<file path="src/shared/sample_clamp_defs.svh">
/*
  constants for the sample and clamp control block: register offsets, field positions,
  reset values and codes. assumes inclusion by bare name from design files.
*/
`ifndef SAMPLE_CLAMP_DEFS_SVH
`define SAMPLE_CLAMP_DEFS_SVH

// ********************************************************************
// register map
// ********************************************************************
`define CONTROL_ADDR 8'h00
`define STATUS_ADDR 8'h04
`define CONTROL_RESET 16'h0110

// ********************************************************************
// control field positions
// ********************************************************************
`define F_MODE_LO 0
`define F_MODE_HI 1
`define F_MONO_LO 2
`define F_MONO_HI 3
`define F_CLAMP_EN 4
`define F_QUAL_SEL 5
`define F_COMPAT 6
`define F_AUTO_CYC 7
`define F_DOUBLE_SMP 8
`define F_RS_POS_LO 9
`define F_RS_POS_HI 10
`define F_COEF_LO 11
`define F_COEF_HI 12

// ********************************************************************
// codes
// ********************************************************************
`define MODE_PIXEL 2'h0
`define MODE_TWO_CHAN 2'h1
`define MODE_MONO 2'h2
`define MODE_LINE_SEQ 2'h3
`define COLOUR_RED 2'h0
`define COLOUR_GREEN 2'h1
`define COLOUR_BLUE 2'h2
`define POWER_ALL 3'h7
`define POWER_TWO 3'h3
`define POWER_RED 3'h1

`endif

</file>
<file path="src/shared/sample_clamp_pkg.sv">
/*
  types shared by the sample and clamp control block.
  assumes nothing of its surroundings.
*/
package sample_clamp_pkg;

  typedef enum logic [1:0] {
    PIXEL_COLOUR,
    TWO_CHANNEL,
    MONOCHROME,
    LINE_SEQUENTIAL
  } sample_mode_t;

  typedef enum logic [1:0] {
    CT_IDLE,
    CT_WAIT_RISE,
    CT_COUNT,
    CT_WINDOW
  } compat_state_t;

endpackage

</file>
<file path="src/hw/ccd_sample_clamp_control.sv">
/*
  sampling mode, channel power, coefficient select, reset level clamp and sample
  instant logic of a three channel sensor front end.
  assumes the strobe pins and the master clock pin are asynchronous to clk, and a
  plain register port whose read data is taken in the cycle after the read strobe.
*/
// Added by the designer: the strobed register port and the register offsets.
`include "sample_clamp_defs.svh"

module ccd_sample_clamp_control #(
  parameter int ADDR_W = 8,
  parameter int DATA_W = 16
) (
  input wire logic clk,
  input wire logic rst_n,
  input wire logic [ADDR_W-1:0] addr,
  input wire logic [DATA_W-1:0] wr_data,
  input wire logic wr_en,
  input wire logic rd_en,
  output logic [DATA_W-1:0] rd_data,
  input wire logic master_clock,
  input wire logic reset_sample_strobe,
  input wire logic video_sample_strobe,
  output logic [2:0] reset_level_clamp,
  output logic clamp_gate,
  output logic video_sample,
  output logic reset_sample,
  output logic bias_sample,
  output logic [2:0] convert_request,
  output logic [2:0] channel_power,
  output logic [1:0] coef_select
);

  // ********************************************************************
  // pin synchronisers
  // ********************************************************************
  localparam int PIN_MCLK = 0;
  localparam int PIN_RS = 1;
  localparam int PIN_VS = 2;
  logic [2:0] pin_s1, pin_s2, pin_s3, pin_f, pin_rise, pin_fall;
  // a change counts only once stages two and three agree, filtering one-cycle glitches
  always_ff @(posedge clk) begin
    if (!rst_n) begin
      pin_s1 <= 3'h0;
      pin_s2 <= 3'h0;
      pin_s3 <= 3'h0;
    end else begin
      pin_s1 <= {video_sample_strobe, reset_sample_strobe, master_clock};
      pin_s2 <= pin_s1;
      pin_s3 <= pin_s2;
    end
  end
  genvar gi;
  generate
    for (gi = 0; gi < 3; gi++) begin : g_filter
      always_ff @(posedge clk) begin
        if (!rst_n) begin
          pin_f[gi] <= 1'b0;
        end else if (pin_s2[gi] == pin_s3[gi]) begin
          pin_f[gi] <= pin_s3[gi];
        end
      end
      assign pin_rise[gi] = (pin_s2[gi] == pin_s3[gi]) && pin_s3[gi] && !pin_f[gi];
      assign pin_fall[gi] = (pin_s2[gi] == pin_s3[gi]) && !pin_s3[gi] && pin_f[gi];
    end
  endgenerate
  logic rs_level, vs_level, mclk_rise, mclk_edge;
  assign rs_level = pin_f[PIN_RS];
  assign vs_level = pin_f[PIN_VS];
  assign mclk_rise = pin_rise[PIN_MCLK];
  assign mclk_edge = pin_rise[PIN_MCLK] | pin_fall[PIN_MCLK];

  // ********************************************************************
  // registers
  // ********************************************************************
  logic [DATA_W-1:0] control, next_rd_data;
  always_ff @(posedge clk) begin
    if (!rst_n) begin
      control <= `CONTROL_RESET;
    end else if (wr_en && addr == `CONTROL_ADDR) begin
      control <= wr_data;
    end
  end

  logic clamp_enable, clamp_qualify_select, compat_timing_mode, auto_cycle_enable;
  logic double_sampling_enable;
  logic [1:0] reset_sample_position, mono_select, manual_coef;
  sample_clamp_pkg::sample_mode_t mode;
  assign clamp_enable = control[`F_CLAMP_EN];
  assign clamp_qualify_select = control[`F_QUAL_SEL];
  assign compat_timing_mode = control[`F_COMPAT];
  assign auto_cycle_enable = control[`F_AUTO_CYC];
  assign double_sampling_enable = control[`F_DOUBLE_SMP];
  assign reset_sample_position = control[`F_RS_POS_HI:`F_RS_POS_LO];
  assign mono_select = control[`F_MONO_HI:`F_MONO_LO];
  assign manual_coef = control[`F_COEF_HI:`F_COEF_LO];

  always_comb begin
    case (control[`F_MODE_HI:`F_MODE_LO])
      `MODE_PIXEL: mode = sample_clamp_pkg::PIXEL_COLOUR;
      `MODE_TWO_CHAN: mode = sample_clamp_pkg::TWO_CHANNEL;
      `MODE_MONO: mode = sample_clamp_pkg::MONOCHROME;
      default: mode = sample_clamp_pkg::LINE_SEQUENTIAL;
    endcase
  end

  logic line_seq, auto_cycling;
  assign line_seq = (mode == sample_clamp_pkg::LINE_SEQUENTIAL);
  assign auto_cycling = line_seq && auto_cycle_enable;

  always_comb begin
    next_rd_data = '0;
    if (rd_en) begin
      case (addr)
        `CONTROL_ADDR: next_rd_data = control;
        `STATUS_ADDR: next_rd_data = {{(DATA_W-6){1'b0}}, reset_level_clamp[0],
                                      channel_power, coef_select};
        default: next_rd_data = '0;
      endcase
    end
  end

  // read data stands for exactly one cycle, zero otherwise
  always_ff @(posedge clk) begin
    if (!rst_n) begin
      rd_data <= '0;
    end else begin
      rd_data <= next_rd_data;
    end
  end

  // ********************************************************************
  // channel power
  // ********************************************************************
  logic [2:0] next_power;

  always_comb begin
    case (mode)
      sample_clamp_pkg::PIXEL_COLOUR: next_power = `POWER_ALL;
      sample_clamp_pkg::TWO_CHANNEL: next_power = `POWER_TWO;
      sample_clamp_pkg::MONOCHROME: begin
        // an unused select code falls back to red
        case (mono_select)
          `COLOUR_GREEN: next_power = 3'h2;
          `COLOUR_BLUE: next_power = 3'h4;
          default: next_power = `POWER_RED;
        endcase
      end
      default: next_power = `POWER_RED;
    endcase
  end

  always_ff @(posedge clk) begin
    if (!rst_n) begin
      channel_power <= `POWER_ALL;
    end else begin
      channel_power <= next_power;
    end
  end

  // ********************************************************************
  // coefficient select
  // ********************************************************************
  logic line_seq_q;
  always_ff @(posedge clk) begin
    if (!rst_n) begin
      line_seq_q <= 1'b0;
    end else begin
      line_seq_q <= line_seq;
    end
  end

  always_ff @(posedge clk) begin
    if (!rst_n) begin
      coef_select <= `COLOUR_RED;
    end else if (!line_seq) begin
      coef_select <= `COLOUR_RED;
    end else if (!line_seq_q) begin
      coef_select <= `COLOUR_RED;
    end else if (!auto_cycle_enable) begin
      coef_select <= manual_coef;
    end else if (pin_rise[PIN_RS]) begin
      case (coef_select)
        `COLOUR_RED: coef_select <= `COLOUR_GREEN;
        `COLOUR_GREEN: coef_select <= `COLOUR_BLUE;
        default: coef_select <= `COLOUR_RED;
      endcase
    end
  end

  // ********************************************************************
  // compat timing generator
  // ********************************************************************
  sample_clamp_pkg::compat_state_t state;
  logic [2:0] edge_cnt;
  logic qualified, rs_window;
  assign rs_window = (state == sample_clamp_pkg::CT_WINDOW);

  // reset sample window opens at master clock edge position+1 after the video sample
  always_ff @(posedge clk) begin
    if (!rst_n) begin
      state <= sample_clamp_pkg::CT_IDLE;
      edge_cnt <= 3'h0;
    end else if (!compat_timing_mode) begin
      state <= sample_clamp_pkg::CT_IDLE;
      edge_cnt <= 3'h0;
    end else if (pin_fall[PIN_VS]) begin
      state <= sample_clamp_pkg::CT_WAIT_RISE;
      edge_cnt <= 3'h0;
    end else begin
      case (state)
        sample_clamp_pkg::CT_WAIT_RISE: begin
          if (mclk_rise) begin
            state <= double_sampling_enable ? sample_clamp_pkg::CT_COUNT
                                            : sample_clamp_pkg::CT_IDLE;
          end
        end
        sample_clamp_pkg::CT_COUNT: begin
          if (mclk_edge) begin
            edge_cnt <= edge_cnt + 3'h1;
            if (edge_cnt == {1'b0, reset_sample_position}) begin
              state <= sample_clamp_pkg::CT_WINDOW;
            end
          end
        end
        sample_clamp_pkg::CT_WINDOW: begin
          if (mclk_edge) begin
            state <= sample_clamp_pkg::CT_IDLE;
          end
        end
        default: state <= sample_clamp_pkg::CT_IDLE;
      endcase
    end
  end

  // reset strobe level caught at the master clock rise while video strobe is high
  always_ff @(posedge clk) begin
    if (!rst_n) begin
      qualified <= 1'b0;
    end else if (mclk_rise && vs_level) begin
      qualified <= rs_level;
    end
  end

  // ********************************************************************
  // clamp control
  // ********************************************************************
  logic next_gate, next_clamp;
  always_comb begin
    if (!double_sampling_enable) begin
      next_gate = 1'b0;
    end else if (auto_cycling) begin
      next_gate = rs_window && clamp_qualify_select;
    end else begin
      next_gate = rs_window && qualified;
    end
  end

  always_comb begin
    if (!clamp_enable) begin
      next_clamp = 1'b0;
    end else if (compat_timing_mode) begin
      next_clamp = next_gate;
    end else if (clamp_qualify_select) begin
      next_clamp = rs_level && vs_level;
    end else begin
      next_clamp = rs_level;
    end
  end

  always_ff @(posedge clk) begin
    if (!rst_n) begin
      reset_level_clamp <= 3'h0;
      clamp_gate <= 1'b0;
    end else begin
      reset_level_clamp <= {3{next_clamp}};
      clamp_gate <= compat_timing_mode && clamp_enable && next_gate;
    end
  end

  // ********************************************************************
  // sample instants
  // ********************************************************************
  logic next_video, next_reset;
  always_comb begin
    if (compat_timing_mode) begin
      next_video = (state == sample_clamp_pkg::CT_WAIT_RISE) && mclk_rise &&
                   !pin_fall[PIN_VS];
      next_reset = double_sampling_enable && rs_window && mclk_edge &&
                   !pin_fall[PIN_VS];
    end else begin
      next_video = pin_fall[PIN_VS];
      next_reset = double_sampling_enable && pin_fall[PIN_RS];
    end
  end

  always_ff @(posedge clk) begin
    if (!rst_n) begin
      video_sample <= 1'b0;
      reset_sample <= 1'b0;
      bias_sample <= 1'b0;
      convert_request <= 3'h0;
    end else begin
      video_sample <= next_video;
      reset_sample <= next_reset;
      bias_sample <= next_video && !double_sampling_enable;
      convert_request <= next_video ? next_power : 3'h0;
    end
  end
endmodule

</file>
<file path="config.mk">
export PLATFORM = sky130hd
export DESIGN_NAME = ccd_sample_clamp_control
export DESIGN_NICKNAME = d
export VERILOG_FILES = /design/src/shared/sample_clamp_pkg.sv /design/src/hw/ccd_sample_clamp_control.sv
export VERILOG_INCLUDE_DIRS = /design/src /design/src/shared
export SDC_FILE = /design/constraint.sdc
export NUM_CORES = 1
export LEC_CHECK = 0
export BUFFER_PORTS_ARGS = -buffer_cell sky130_fd_sc_hd__buf_2
export CAP_MARGIN = 30
export CELL_PAD_IN_SITES_DETAIL_PLACEMENT = 0
export CELL_PAD_IN_SITES_GLOBAL_PLACEMENT = 1
export CORE_ASPECT_RATIO = 0.9
export CORE_MARGIN = 2
export CORE_UTILIZATION = 35
export DETAILED_ROUTE_END_ITERATION = 16
export PLACE_DENSITY = 0.76
export SLEW_MARGIN = 20
export SYNTH_ARGS = -nofsm -noshare
export SYNTH_HDL_FRONTEND = slang
export SYNTH_SLANG_ARGS = --single-unit
</file>
<file path="constraint.sdc">
create_clock -name clk -period 1.43 [get_ports clk]
set_input_delay 0.0715 -clock clk [delete_from_list [all_inputs] [get_ports clk]]
set_output_delay 0.0715 -clock clk [all_outputs]
set_load 0.005 [all_outputs]
</file>
; Word level (Yosys, flattened, before mapping)
; Cells that the tools add are included.
[op_classes]
reduce_logical = 44
bitwise_logic = 3
eq_ne = 25
n_addsub = 1
n_mux = 21
[ops]
columns = op, count
row1 = case mux 16 bit (2 select lines), 1
row2 = logical AND 1 bit, 25
row3 = 2-to-1 mux 2 bit, 7
row4 = == test 2 bit (second input constant), 6
row5 = inequality test 3 bit (second input constant), 4
row6 = case mux 2 bit (3 select lines), 2
row7 = == test 2 x 1 -> 1 bit (second input constant), 5
row8 = inequality test 2 bit (second input constant), 5
row9 = case mux 3 bit (3 select lines), 1
row10 = == test 8 x 3 -> 1 bit (second input constant), 1
row11 = logical NOT 8 bit, 1
row12 = 2-to-1 mux 1 bit, 8
row13 = AND reduction 2 bit, 4
row14 = AND reduction 4 bit, 2
row15 = logical NOT 1 bit, 7
row16 = logical NOT 2 bit, 3
row17 = case mux 3 bit (2 select lines), 1
row18 = case mux 2 bit (2 select lines), 1
row19 = adder 3 x 1 -> 3 bit (second input constant), 1
row20 = == test 1 bit, 3
row21 = == test 3 x 2 -> 1 bit, 1
row22 = AND reduction 3 bit, 1
row23 = OR reduction 3 bit, 1
row24 = inverter 1 bit, 2
row25 = bitwise OR 1 bit, 1
[word_totals]
out_inout_bits = 31
regBits = 64
input_bits = 31
word_cells = 115

; Logic depth before layout (Yosys ltp)
; Gate-level depths: netlist (run 1).
[logic_depth]
depth_word = 8
depth_mapped = 6
mapped_depth_nobuf = 6

; Worst setup path after synthesis (run 1)
; Ideal clock, no wire load.
[synth_timing]
path_kind = register -> register
start = reg pin_s2[0]
end = reg state[0]
arrival_ns = 1.339
t_required_ns = 1.301
path_slack_ns = -0.039
path_buffers = 0
period_less_slack_ns = 1.469
path_stages_with_launch = 7
setup_ns = 0.129
cell_sequence = dfxtp_1 -> inv_1 -> ha_1 -> mux2i_1 -> o41a_1 -> o31ai_1 -> a31oi_1
[synth_between]
elab_chain_cells = 6
elab_cells_between_ends = 10
classes_between = eq/ne (4) / bitwise (1) / reduce/logical (5)
[synth_lines]
columns = item, line
row1 = start: declaration, ccd_sample_clamp_control.sv:40  ; logic [2:0] pin_s1, pin_s2, pin_s3, pin_f, pin_rise, pin_fall;
row2 = start signal: assignment, ccd_sample_clamp_control.sv:49  ; pin_s2 <= pin_s1;
row3 = == test 1 bit *, "ccd_sample_clamp_control.sv:63, ccd_sample_clamp_control.sv:64"
row4 = "logical AND 1 bit, on equally long branches (2 in series)", "ccd_sample_clamp_control.sv:63, ccd_sample_clamp_control.sv:64"
row5 = bitwise OR 1 bit, ccd_sample_clamp_control.sv:71  ; assign mclk_edge = pin_rise[PIN_MCLK] | pin_fall[PIN_MCLK];
row6 = inequality test 3 bit (no source line), --
row7 = AND reduction 4 bit (no source line) *, --
row8 = end signal: assignment, ccd_sample_clamp_control.sv:202  ; state <= sample_clamp_pkg::CT_IDLE;
row9 = end signal: assignment, ccd_sample_clamp_control.sv:205  ; state <= sample_clamp_pkg::CT_IDLE;
row10 = end signal: assignment, ccd_sample_clamp_control.sv:208  ; state <= sample_clamp_pkg::CT_WAIT_RISE;
row11 = end: declaration, ccd_sample_clamp_control.sv:194  ; sample_clamp_pkg::compat_state_t state;
; Mark *: on every way between the ends. The rest lies on a longest branch, timed or not.
; A chain may end at the register's enable or synchronous reset.

; Worst setup path in the final report (run 1)
[layout_timing]
start = reg pin_s3[0]
end = reg state[0]
[layout_between]
elab_chain_cells = 6
elab_cells_between_ends = 11
classes_between = eq/ne (4) / bitwise (1) / reduce/logical (6)
[layout_lines]
columns = item, line
row1 = start: declaration, ccd_sample_clamp_control.sv:40
row2 = start signal: assignment, ccd_sample_clamp_control.sv:50  ; pin_s3 <= pin_s2;
row3 = == test 1 bit / logical NOT 1 bit (equally long branches), "ccd_sample_clamp_control.sv:63, ccd_sample_clamp_control.sv:64"
row4 = "logical AND 1 bit, on equally long branches (2 in series)", "ccd_sample_clamp_control.sv:63, ccd_sample_clamp_control.sv:64"
row5 = bitwise OR 1 bit, ccd_sample_clamp_control.sv:71
row6 = inequality test 3 bit (no source line), --
row7 = AND reduction 4 bit (no source line) *, --
; Marks and branches as above.

==> impl_summary.log, run 1 <==
[metrics] mean cell area of the mapped netlist: slightly below 10 um^2
[metrics] hold violation count in the final report: 0
[metrics] number of sinks driven by the clock tree: 64
[metrics] depth of the CTS H-tree: 3
[metrics] violation count after the first detailed-route iteration: 69
[metrics] post-synthesis net count: ~320
[metrics] num rows: 29
[metrics] Required @ worst endpoint: 1690 ps
[metrics] yosys warns: 0
[metrics] fraction of layout cells with a size suffix above 1: 30.1%
[metrics] remaining antenna violation count: 0
[metrics] crit path DAT: 1670 ps
[metrics] crit path time final: 1410 ps
[metrics] chip width: approximately 95 um
[metrics] latest clock arrival within the worst-skew pair: 330 ps
[metrics] post-route clock period utilization: 98.9%
[metrics] crit path kind: reg2reg
[metrics] final WL: 5.89 mm
[metrics] Worst Setup End Kind: register
[metrics] distinct cell type count of the synthesized netlist: 43
[metrics] top area cells in the synthesized netlist: sky130_fd_sc_hd__dfxtp_1 49%, sky130_fd_sc_hd__ha_1 6.7%, sky130_fd_sc_hd__nand3_1 5.0%
[metrics] worst IR drop on VDD: 0.000400 V
[metrics] internal power summed over all cells: roughly 0.0026 W
[metrics] worst hold path stage count: 3
[metrics] number of cell instances on the worst register-to-register path: 6
[metrics] R2R setup slack: between 15 and 20 ps
[metrics] number of max-slew violations in the final report: 0
[metrics] Most used DFF post-synth: sky130_fd_sc_hd__dfxtp_1
[metrics] via/cell ratio: about 4.7
[metrics] root buffer cell: sky130_fd_sc_hd__clkbuf_8
[metrics] Mapped Area: 2620 um^2
[metrics] Starting Density: a little under two fifths
[metrics] area share of the largest cell type after synthesis: 48.8%
[metrics] pin count of the biggest net entering global routing: 23
[metrics] clock transition at the register clock pins on the worst setup and hold paths after CTS: 60 ps
[metrics] Post-Route Hold Slack: 6.78 ps
[metrics] reported max-cap violation count: 0
[metrics] signed area change from the synthesized netlist to the final layout: 33.8%
[metrics] placeable core region: 7150 um^2
[metrics] remaining global-route overflow: 0
[metrics] Clk network pwr share: 39.4%
[metrics] number of cells in the design after placement: 427
[metrics] clock tree from TritonCTS: built
[metrics] cell type contributing the most total cell area after synthesis: sky130_fd_sc_hd__dfxtp_1
[metrics] Antenna Diode Count: 0
[metrics] number of port buffers: 61
[metrics] wire length of the first global-routing pass: between 9 and 10 mm
[metrics] worst setup slack before clock tree synthesis: -117 ps
[metrics] buffers from clock root to sink, at most: 2
[metrics] routed wire length per instance: around 13 um
[metrics] switch share: a little over a fifth
[metrics] number of antenna violations at the first check in global routing: 0
[metrics] final number of setup-violating endpoints: 0
[metrics] Die Height: 86.1 um
[metrics] unrepaired setup endpoints after global routing: yes
[metrics] final cell count without fillers: 458
[metrics] total vias in the final route: 2133
[metrics] via count of the first global-routing pass: 2062
[metrics] Yosys reg bits: 64
[metrics] switching power of the nets: ~0.0007 W
[metrics] full die area: 8210 um^2
[metrics] number of buffers added by the clock tree synthesis step: 9
[metrics] Post-synth EDFFs: 0
[metrics] top-count cell post-synth: sky130_fd_sc_hd__dfxtp_1
[metrics] fill cell total of the finished layout: a little over 700
[metrics] pwr dens: approximately 940 nW/um^2
[metrics] worst clock skew: 6.40 ps
[metrics] share of total power in sequential cells: 54.9%
[metrics] Final WS setup: 16.3 ps
[metrics] global placer's final weighted congestion: between 0.8 and 0.9
[metrics] nets: just over 400
[metrics] slew at the pin closest to its max-slew limit: 340 ps
[metrics] most frequent cells after synthesis: 64 x sky130_fd_sc_hd__dfxtp_1, 26 x sky130_fd_sc_hd__nand3_1, 24 x sky130_fd_sc_hd__nand2_1
[metrics] placed wire-length estimate: between 4 and 5 mm
[metrics] Final TNS setup: 0 ps
[metrics] Max-Slew Margin vs Limit: 77.1%
[metrics] type of element launching the critical path: register
[metrics] io pins: 62
[metrics] DRC: 0
[metrics] sequential element share of the synthesized area: 48.8%
[metrics] fmax: between 700 and 800 MHz
[metrics] Pre-Repair DR Iteration Count: 4
[metrics] outcome: complete, no violations
[metrics] gate count of the mapped netlist: 270
[metrics] share of power burned in combinational logic: ~5.7%
[metrics] Leakage Power: 1.51 nW
[metrics] proportion of synthesized flip-flops having asynchronous set or reset: 0%
[metrics] global-route usage over all layers: 15.4%
[metrics] path type of the worst min-delay path: in2reg
[metrics] crit path max fanout: 4
==> metal layers <==
metal	wire length (um)	global-route usage, %
met1	2830	20.2
met2	2720	23.7
met3	265	5.89
met4	68	4.08
met5	0	0
==> path summary, 6_finish.rpt <==
path | startpoint | end
hold / removal | wr_data[4] | control[4]
hold reg to reg | pin_s1[1] | pin_s2[1]
setup / recovery | pin_s3[0] | state[0]
setup reg to reg | pin_s3[0] | state[0]
==> through the flow <==
step           utilization (%)  area [um^2]  power (W)
2_1_floorplan                -         2620    0.00191
3_3_place_gp              43.1         3080    0.00198
3_5_place_dp              43.1         3080    0.00198
4_1_cts                   48.1         3440    0.00332
5_1_grt                   49.1         3510    0.00343
6_report                  49.1         3510    0.00328
==> cell usage in the layout, fill, tap and decap left out, types with 2 or more instances in the layout <==
master,synthesis,layout
sky130_fd_sc_hd__a21oi_1,8,7
sky130_fd_sc_hd__nor2_1,15,15
sky130_fd_sc_hd__nor3_1,3,3
sky130_fd_sc_hd__nand2b_1,3,3
sky130_fd_sc_hd__ha_4,0,3
sky130_fd_sc_hd__buf_4,3,17
sky130_fd_sc_hd__ha_1,14,10
sky130_fd_sc_hd__mux2i_1,6,5
sky130_fd_sc_hd__nand3b_1,2,2
sky130_fd_sc_hd__and2_1,19,19
sky130_fd_sc_hd__clkbuf_8,2,11
sky130_fd_sc_hd__inv_4,0,2
sky130_fd_sc_hd__xor2_1,4,4
sky130_fd_sc_hd__dlygate4sd3_1,0,17
sky130_fd_sc_hd__nand3_1,26,25
sky130_fd_sc_hd__a21boi_1,14,14
sky130_fd_sc_hd__nor2b_1,6,6
sky130_fd_sc_hd__nand4_1,2,2
sky130_fd_sc_hd__a211oi_1,2,2
sky130_fd_sc_hd__dfxtp_1,64,62
sky130_fd_sc_hd__nand2_1,24,23
sky130_fd_sc_hd__nand4b_1,2,2
sky130_fd_sc_hd__inv_1,14,12
sky130_fd_sc_hd__a22oi_1,6,6
sky130_fd_sc_hd__dfxtp_4,0,2
sky130_fd_sc_hd__o31ai_1,2,2
sky130_fd_sc_hd__buf_2,1,61
sky130_fd_sc_hd__and3_1,2,2
==> layout make-up <==
class | instances | area, um^2 | area share, %
clock inverters | 1 | 5.00 | 0.143
flip-flops and latches | 64 | 1290 | 36.7
well taps | 93 | 116 | 3.31
multi-input cells | 178 | 1260 | 36.0
repair buffers | 96 | 623 | 17.7
clock buffers | 12 | 155 | 4.42
inverters | 14 | 57.6 | 1.64
==> flip-flops by register name, summed over array words and instances (netlist names) <==
name	cells
bias_sample	1
channel_power	3
clamp_gate	1
coef_select	2
control	16
convert_request	3
edge_cnt	3
line_seq_q	1
pin_f	1
pin_s1	3
pin_s2	3
pin_s3	3
qualified	1
rd_data	16
reset_level_clamp	1
reset_sample	1
rs_level	1
state	2
video_sample	1
vs_level	1
==> logic make-up after synthesis <==
group	Yosys count	synth area share [%]
AO/OA/AOI/OAI	43	11.7
flip-flops	64	48.8
buffers and inverters	28	6.10
XOR/XNOR	4	1.34
AND/OR/NAND/NOR	110	22.6
adder cells (fa/ha/maj)	14	6.68
multiplexers	7	2.72
==> power by group through the flow <==
stage | Combinational (W) | Clock, W | Sequential (W)
after floorplan | 0.0000715 | 0 | 0.00184
after global placement | 0.000139 | 0 | 0.00184
after detailed placement | 0.000140 | 0 | 0.00184
after CTS | 0.000180 | 0.00134 | 0.00181
after global routing | 0.000207 | 0.00142 | 0.00181
final | 0.000187 | 0.00129 | 0.00180
==> what timing repair did <==
action                                 4_1_cts  5_1_grt
gates resized for setup                     10       15
setup endpoints to repair                    9        9
endpoints found under the hold margin       17        0
pin swaps                                    2        7
hold buffers                                17        0
buffers inserted                             0        1
==> worst max-delay path, cell delays in order (launching register included) <==
cell                      delay [ps]
sky130_fd_sc_hd__dfxtp_4         360
sky130_fd_sc_hd__inv_4            70
sky130_fd_sc_hd__ha_4            130
sky130_fd_sc_hd__mux2i_2          80
sky130_fd_sc_hd__o41ai_2         400
sky130_fd_sc_hd__nand4_1         130
sky130_fd_sc_hd__a31oi_1         170
(Power assumes the default switching activity.)
==> run 2: changes to the inputs <==
--- a/config.mk
+++ b/config.mk
@@ -8,12 +8,13 @@
 export LEC_CHECK = 0
 export BUFFER_PORTS_ARGS = -buffer_cell sky130_fd_sc_hd__buf_2
 export CAP_MARGIN = 30
-export CELL_PAD_IN_SITES_DETAIL_PLACEMENT = 0
+export CELL_PAD_IN_SITES_DETAIL_PLACEMENT = 1
 export CELL_PAD_IN_SITES_GLOBAL_PLACEMENT = 1
 export CORE_ASPECT_RATIO = 0.9
 export CORE_MARGIN = 2
 export CORE_UTILIZATION = 35
 export DETAILED_ROUTE_END_ITERATION = 16
+export HOLD_SLACK_MARGIN = 0.15
 export PLACE_DENSITY = 0.76
 export SLEW_MARGIN = 20
 export SYNTH_ARGS = -nofsm -noshare
==> run 2 against run 1 <==
Net effect:
- the run now ends with negative setup slack left
- sequential power about the same
- register-to-register slack worse by 60 ps
- fmax down 3.8%
- hold slack better by 210 ps
- highest routed layer unchanged
==> impl_summary.log, run 2 (synthesized netlist as in run 1, its figures left out) <==
[metrics] outcome: finished with violations
[metrics] failing checks: negative setup slack
[metrics] met1 layer wirelength in the final routing: 3.00 mm (+5.9%)
[metrics] critical path depth: 4 (-2)
[metrics] number of sinks driven by the clock tree: 64 (unchanged)
[metrics] Pre-Repair DR Iteration Count: 4 (unchanged)
[metrics] number of max-slew violations in the final report: 0 (unchanged)
[metrics] worst setup path startpoint: control[9]
[metrics] remaining global-route overflow: 0 (unchanged)
[metrics] number of cell instances on the worst register-to-register path: 4 (-2)
[metrics] critical-path cell with the highest stage delay: sky130_fd_sc_hd__o41a_1
[metrics] routed wl met3: 272 um (+2.6%)
[metrics] remaining antenna violation count: 0 (unchanged)
[metrics] chip width: 95.3 um (unchanged)
[metrics] routed wire length per instance: 14.5 um (+13%)
[metrics] endpoint of the worst setup timing path: state[0]
[metrics] clock transition at the register clock pins on the worst setup and hold paths after CTS: 70 ps (about the same)
[metrics] total vias in the final route: 2236 (+4.8%)
[metrics] hold violation count in the final report: 0 (unchanged)
[metrics] io pins: 62 (unchanged)
[metrics] final number of setup-violating endpoints: 3 (+3)
[metrics] met2 layer wire length in the routed design: 3.30 mm (+21%)
[metrics] highest signal layer in the routed design: met4
[metrics] commonest non-fill, non-tap cell in the layout: sky130_fd_sc_hd__buf_2
[metrics] share of total power in sequential cells: 53.7% (-1.2 points)
[metrics] switch share: 22.1% (+1.1 points)
[metrics] final cell utilization of the core: 49.7% (+0.63 points)
[metrics] pin count of the biggest net entering global routing: 23 (unchanged)
[metrics] signed area change from the synthesized netlist to the final layout: 35.5%
[metrics] end of the worst register-to-register path: state[0]
[metrics] violation count after the first detailed-route iteration: 85 (+23%)
[metrics] Leakage Power: 1.52 nW (+0.12%)
[metrics] crit path DAT: 1690 ps (+20 ps)
[metrics] via count of the first global-routing pass: 2317 (+12%)
[metrics] nets: 411 (+0.74%)
[metrics] buffers from clock root to sink, at most: 2 (unchanged)
[metrics] full die area: 8210 um^2 (unchanged)
[metrics] fraction of layout cells with a size suffix above 1: 30.0% (-0.14 points)
[metrics] root buffer cell: sky130_fd_sc_hd__clkbuf_8
[metrics] clock tree from TritonCTS: built
[metrics] Worst Setup End Kind: register
[metrics] leading cell types in the layout, fill and taps excluded: 61 x sky130_fd_sc_hd__buf_2, 60 x sky130_fd_sc_hd__dfxtp_1, 26 x sky130_fd_sc_hd__nand3_1, 23 x sky130_fd_sc_hd__nand2_1, 20 x sky130_fd_sc_hd__dlygate4sd3_1
[metrics] critical register-to-register path startpoint: control[9]
[metrics] unrepaired setup endpoints after global routing: yes
[metrics] fill cell total of the finished layout: 855 (+21%)
[metrics] R2R setup slack: -40 ps (-60 ps)
[metrics] num rows: 29 (unchanged)
[metrics] internal power summed over all cells: 0.00261 W (+0.74%)
[metrics] worst IR drop on VDD: 0.000539 V (+35%)
[metrics] final WL: 6.73 mm (+14%)
[metrics] Antenna Diode Count: 0 (unchanged)
[metrics] CP bufs+invs: 0 (-1)
[metrics] number of port buffers: 61 (unchanged)
[metrics] placed wire-length estimate: 4.61 mm (+12%)
[metrics] depth of the CTS H-tree: 3 (unchanged)
[metrics] slew at the pin closest to its max-slew limit: 400 ps (+59.5 ps)
[metrics] worst clock skew: 8.42 ps (+2.02 ps)
[metrics] fmax: 681 MHz (-3.8%)
[metrics] placeable core region: 7150 um^2 (unchanged)
[metrics] Starting Density: 36.7% (unchanged)
[metrics] crit path time final: 1470 ps (+55.7 ps)
[metrics] type of element launching the critical path: register
[metrics] switching power of the nets: 0.000743 W (+7.8%)
[metrics] reported max-cap violation count: 0 (unchanged)
[metrics] path type of the worst min-delay path: in2reg
[metrics] Max-Slew Margin vs Limit: 73.2% (-3.9 points)
[metrics] wire length of the first global-routing pass: 11.2 mm (+15%)
[metrics] Worst path max stage delay: 460 ps (+60 ps)
[metrics] crit path max fanout: 3 (-1)
[metrics] latest clock arrival within the worst-skew pair: 340 ps (about the same)
[metrics] via/cell ratio: 4.83 (+3.7%)
[metrics] share of power burned in combinational logic: 5.8% (about the same)
[metrics] Clk network pwr share: 40.4% (+1.0 points)
[metrics] registers with the most flip-flops: control: 16 flops, rd_data: 16 flops
[metrics] post-route clock period utilization: 103% (+3.9 points)
[metrics] Final WS setup: -39.4 ps (-55.7 ps)
[metrics] number of buffers added by the clock tree synthesis step: 9 (unchanged)
[metrics] DRC: 0 (unchanged)
[metrics] crit path kind: reg2reg
[metrics] global-route usage over all layers: 18.1% (+2.7 points)
[metrics] number of antenna violations at the first check in global routing: 0 (unchanged)
[metrics] Die Height: 86.1 um (unchanged)
[metrics] family with the most delay on the worst path: compound AO/OA/AOI/OAI gates
[metrics] worst setup slack before clock tree synthesis: -126 ps (-8.75 ps)
[metrics] pwr dens: 944 nW/um^2 (+0.93%)
[metrics] global placer's final weighted congestion: 0.837 (unchanged)
[metrics] critical path cell sequence: xor2_1 -> o41a_1 -> o31ai_1 -> a31oi_1
[metrics] Required @ worst endpoint: 1650 ps (-40 ps)
[run 2: cell count changes in the layout (fill, tap and decap cells not counted), moves of 2 or more]
cell                            previous run  this run
sky130_fd_sc_hd__dfxtp_2                   0         2
sky130_fd_sc_hd__dfxtp_1                  62        60
sky130_fd_sc_hd__dlygate4sd3_1            17        20
sky130_fd_sc_hd__ha_1                     10        12
[run 2: final cells by class]
cell class,count,area (um^2),share of cell area (%)
inverters,14,57.6,1.62
flip-flops and latches,64,1290,36.3
repair buffers,99,657,18.5
well taps,93,116,3.27
clock inverters,3,17.5,0.493
multi-input cells,178,1260,35.5
clock buffers,12,155,4.36
[run 2: power groups by stage]
stage / clock network [W] / registers (W) / logic [W]
global placement: 0 / 0.00184 / 0.000139
floorplan: 0 / 0.00184 / 0.0000715
global route: 0.00148 / 0.00181 / 0.000216
finish: 0.00136 / 0.00180 / 0.000196
detailed placement: 0 / 0.00184 / 0.000142
CTS: 0.00140 / 0.00181 / 0.000190
[run 2: worst register-to-register path: cells and delay by family, from the launching register on]
kind / cells / cell delay (ps)
AO/OA/AOI/OAI: 3 / 810
XOR/XNOR: 1 / 220
flip-flops: 1 / 330
[run 2: repair_timing]
action,in CTS,in global routing
setup buffers,1,0
endpoints found under the setup margin,10,9
resized for setup,14,11
hold buffers,20,0
pin swaps,4,4
hold endpoints to repair,23,0
[run 2: worst min path at each step]
stage	startpoint	end	slack (ps)	cells past startpoint
2_1_floorplan	master_clock	pin_s1[0]	200	1
3_3_place_gp	reset_sample_strobe	pin_s1[1]	280	2
3_5_place_dp	reset_sample_strobe	pin_s1[1]	280	2
4_1_cts	rd_en	rd_data[5]	190	4
5_1_grt	rd_en	rd_data[1]	230	4
6_report	rd_en	rd_data[1]	220	4
[run 2: routing by layer]
metal	global-route usage, %	vias to the layer above
met1	21.6	1063
met2	30.4	51
met4	8.04	0
met3	4.57	12
li1	-	1110
met5	0	-
[run 2: per-stage QoR]
step,power [W],TNS (ps),hold WS (ps),std cells,cell area (um^2)
global placement,0.00198,-494,277,427,3080
detailed placement,0.00199,-843,281,427,3080
floorplan,0.00191,0,199,270,2620
CTS,0.00340,-25.8,188,463,3500
finish,0.00336,-74.5,221,463,3560
global route,0.00350,-505,232,463,3560
==> run 3: changes to the inputs <==
==> constraint.sdc (replaced) <==
create_clock -name clk -period 1.25 [get_ports clk]
set_input_delay 0.0625 -clock clk [delete_from_list [all_inputs] [get_ports clk]]
set_output_delay 0.0625 -clock clk [all_outputs]
set_load 0.005 [all_outputs]
==> run 3 against run 2 <==
Net effect:
- the run still ends with negative setup slack left
- critical endpoint unchanged
- register-to-register slack lost 140 ps
- via count grew 5.7%
- cell area grew 6.2%
- non-clock buffer count grew 14
- highest routed layer unchanged
==> impl_summary.log, run 3 (synthesized netlist as in run 1, its figures left out) <==
[metrics] number of max-slew violations in the final report: 0 (unchanged)
[metrics] latest clock arrival within the worst-skew pair: 350 ps (about the same)
[metrics] full die area: 8210 um^2 (unchanged)
[metrics] depth of the CTS H-tree: 3 (unchanged)
[metrics] Die Height: 86.1 um (unchanged)
[metrics] reported max-cap violation count: 0 (unchanged)
[metrics] Starting Density: 36.7% (unchanged)
[metrics] Required @ worst endpoint: 1480 ps (-170 ps)
[metrics] final cell count without fillers: 478 (+3.2%)
[metrics] remaining antenna violation count: 0 (unchanged)
[metrics] Post-Route Hold Slack: 195 ps (-26.2 ps)
[metrics] post-route clock period utilization: 114% (+11 points)
[metrics] startpoint of the worst hold path: rd_en
[metrics] via/cell ratio: 4.95 (+2.4%)
[metrics] Max-Slew Margin vs Limit: 75.0% (+1.8 points)
[metrics] clock transition at the register clock pins on the worst setup and hold paths after CTS: 70 ps (about the same)
[metrics] final number of setup-violating endpoints: 8 (+5)
[metrics] global placer's final weighted congestion: 0.727 (-13%)
[metrics] overall power of the completed layout: 0.00415 W (+24%)
[metrics] Antenna Diode Count: 0 (unchanged)
[metrics] registers with the most flip-flops: control: 16 flops, rd_data: 16 flops
[metrics] num rows: 29 (unchanged)
[metrics] number of cells in the design after placement: 440 (+3.0%)
[metrics] placeable core region: 7150 um^2 (unchanged)
[metrics] chip width: 95.3 um (unchanged)
[metrics] failing checks: negative setup slack
[metrics] worst hold path stage count: 4 (unchanged)
[metrics] nets: 425 (+3.4%)
[metrics] total vias in the final route: 2364 (+5.7%)
[metrics] via count of the first global-routing pass: 2460 (+6.2%)
[metrics] outcome: finished with violations
[metrics] hold violation count in the final report: 0 (unchanged)
[metrics] fmax: 700 MHz (+2.9%)
[metrics] number of antenna violations at the first check in global routing: 0 (unchanged)
[metrics] pwr dens: 1100 nW/um^2 (+16%)
[metrics] root buffer cell: sky130_fd_sc_hd__clkbuf_8
[metrics] Worst Setup End Kind: register
[metrics] critical-path cell with the highest stage delay: sky130_fd_sc_hd__dfxtp_2
[metrics] crit path kind: reg2reg
[metrics] number of sinks driven by the clock tree: 64 (unchanged)
[metrics] final cell utilization of the core: 52.8% (+3.1 points)
[metrics] Leakage Power: 1.60 nW (+5.7%)
[metrics] routed wire length per instance: 15.8 um (+8.8%)
[metrics] crit path max fanout: 4 (+1)
[metrics] pin count of the biggest net entering global routing: 40 (+74%)
[metrics] type of element launching the critical path: register
[metrics] worst hold endpoint: rd_data[3]
[metrics] worst setup slack before clock tree synthesis: -250 ps (-124 ps)
[metrics] commonest non-fill, non-tap cell in the layout: sky130_fd_sc_hd__buf_2
[metrics] leading cell types in the layout, fill and taps excluded: 61 x sky130_fd_sc_hd__buf_2, 59 x sky130_fd_sc_hd__dfxtp_1, 29 x sky130_fd_sc_hd__buf_4, 22 x sky130_fd_sc_hd__nand2_1, 21 x sky130_fd_sc_hd__dlygate4sd3_1
[metrics] Final WS setup: -178 ps (-139 ps)
[metrics] worst IR drop on VDD: 0.000596 V (+11%)
[metrics] placed wire-length estimate: 4.99 mm (+8.3%)
[metrics] wire length of the first global-routing pass: 12.1 mm (+8.4%)
[metrics] violation count after the first detailed-route iteration: 111 (+31%)
[metrics] signed area change from the synthesized netlist to the final layout: 43.9%
[metrics] number of buffers added by the clock tree synthesis step: 9 (unchanged)
[metrics] buffers from clock root to sink, at most: 2 (unchanged)
[metrics] end of the worst register-to-register path: state[0]
[metrics] worst clock skew: 7.74 ps (-0.675 ps)
[metrics] multi-input logic area: 1340 um^2 (+6.5%)
[metrics] global-route usage over all layers: 19.7% (+1.7 points)
[metrics] critical register-to-register path startpoint: pin_s3[0]
[metrics] unrepaired setup endpoints after global routing: yes
[metrics] number of cell instances on the worst register-to-register path: 6 (+2)
[metrics] DRC: 0 (unchanged)
[metrics] crit path time final: 1430 ps (-41.4 ps)
[metrics] fraction of layout cells with a size suffix above 1: 38.7% (+8.7 points)
[metrics] path type of the worst min-delay path: in2reg
[metrics] R2R setup slack: -180 ps (-140 ps)
[metrics] Pre-Repair DR Iteration Count: 4 (unchanged)
[metrics] final WL: 7.56 mm (+12%)
[metrics] remaining global-route overflow: 0 (unchanged)
[metrics] crit path DAT: 1660 ps (-30 ps)
[metrics] number of port buffers: 61 (unchanged)
[metrics] Worst path max stage delay: 350 ps (-110 ps)
[metrics] fill cell total of the finished layout: 834 (-2.5%)
[metrics] critical path cell sequence: inv_2 -> ha_4 -> mux2i_2 -> o41a_1 -> o31ai_1 -> a31oi_1
[metrics] clock tree from TritonCTS: built
[metrics] io pins: 62 (unchanged)
[metrics] slew at the pin closest to its max-slew limit: 371 ps (-28.8 ps)
[metrics] Storage cell area: 1290 um^2 (about the same)
run 3: layout make-up:
type / instances / share of cell area (%)
clock buffer: 11 / 4.01
clock inverter: 5 / 1.46
inverter: 14 / 1.46
tap: 93 / 3.08
timing repair buffer: 113 / 20.2
multi-input combinational: 178 / 35.6
sequential: 64 / 34.2
run 3: per-stage QoR:
stage	TNS (ps)	cell area (um^2)
2_1_floorplan	-591	2720
3_3_place_gp	-5310	3270
3_5_place_dp	-6640	3270
4_1_cts	-608	3730
5_1_grt	-1400	3780
6_report	-618	3780
run 3: repair_timing:
item | 4_1_cts | 5_1_grt
pin swaps | 4 | 4
endpoints found under the setup margin | 13 | 16
hold buffers | 21 | 0
gates cloned | 0 | 0
setup buffers | 1 | 0
resized for setup | 11 | 14
endpoints found under the hold margin | 22 | 0
run 3: how the worst max path moves through the flow:
stage,start,endpoint,slack (ps),cells after the start
6_report,pin_s3[0],state[0],-180,6
5_1_grt,pin_s3[0],state[1],-260,6
4_1_cts,pin_s3[0],state[0],-190,6
3_3_place_gp,state[1],bias_sample,-180,6
2_1_floorplan,pin_s3[0],state[0],-70,6
3_5_place_dp,addr[1],control[13],-250,6
run 3: worst max-delay path: cells and delay by family, from the launching register on:
kind                     cells  cell delay, ps
buffers and inverters        1              80
adder cells (fa/ha/maj)      1             130
multiplexers                 1              90
flip-flops                   1             350
AO/OA/AOI/OAI                3             660
run 3: where the power goes:
part           internal, W  switching [W]
clock              0.00102       0.000828
combinational     0.000131       0.000105
sequential         0.00205      0.0000122
run 3: layer usage:
| metal | track usage (%) | part of all wire (%) | vias to the layer above |
|---|---|---|---|
| li1 | - | - | 1142 |
| met1 | 23.6 | 43 | 1140 |
| met2 | 32.7 | 50 | 64 |
| met3 | 5.18 | 3.9 | 18 |
| met4 | 9.62 | 3.1 | 0 |
| met5 | 0 | 0 | - |
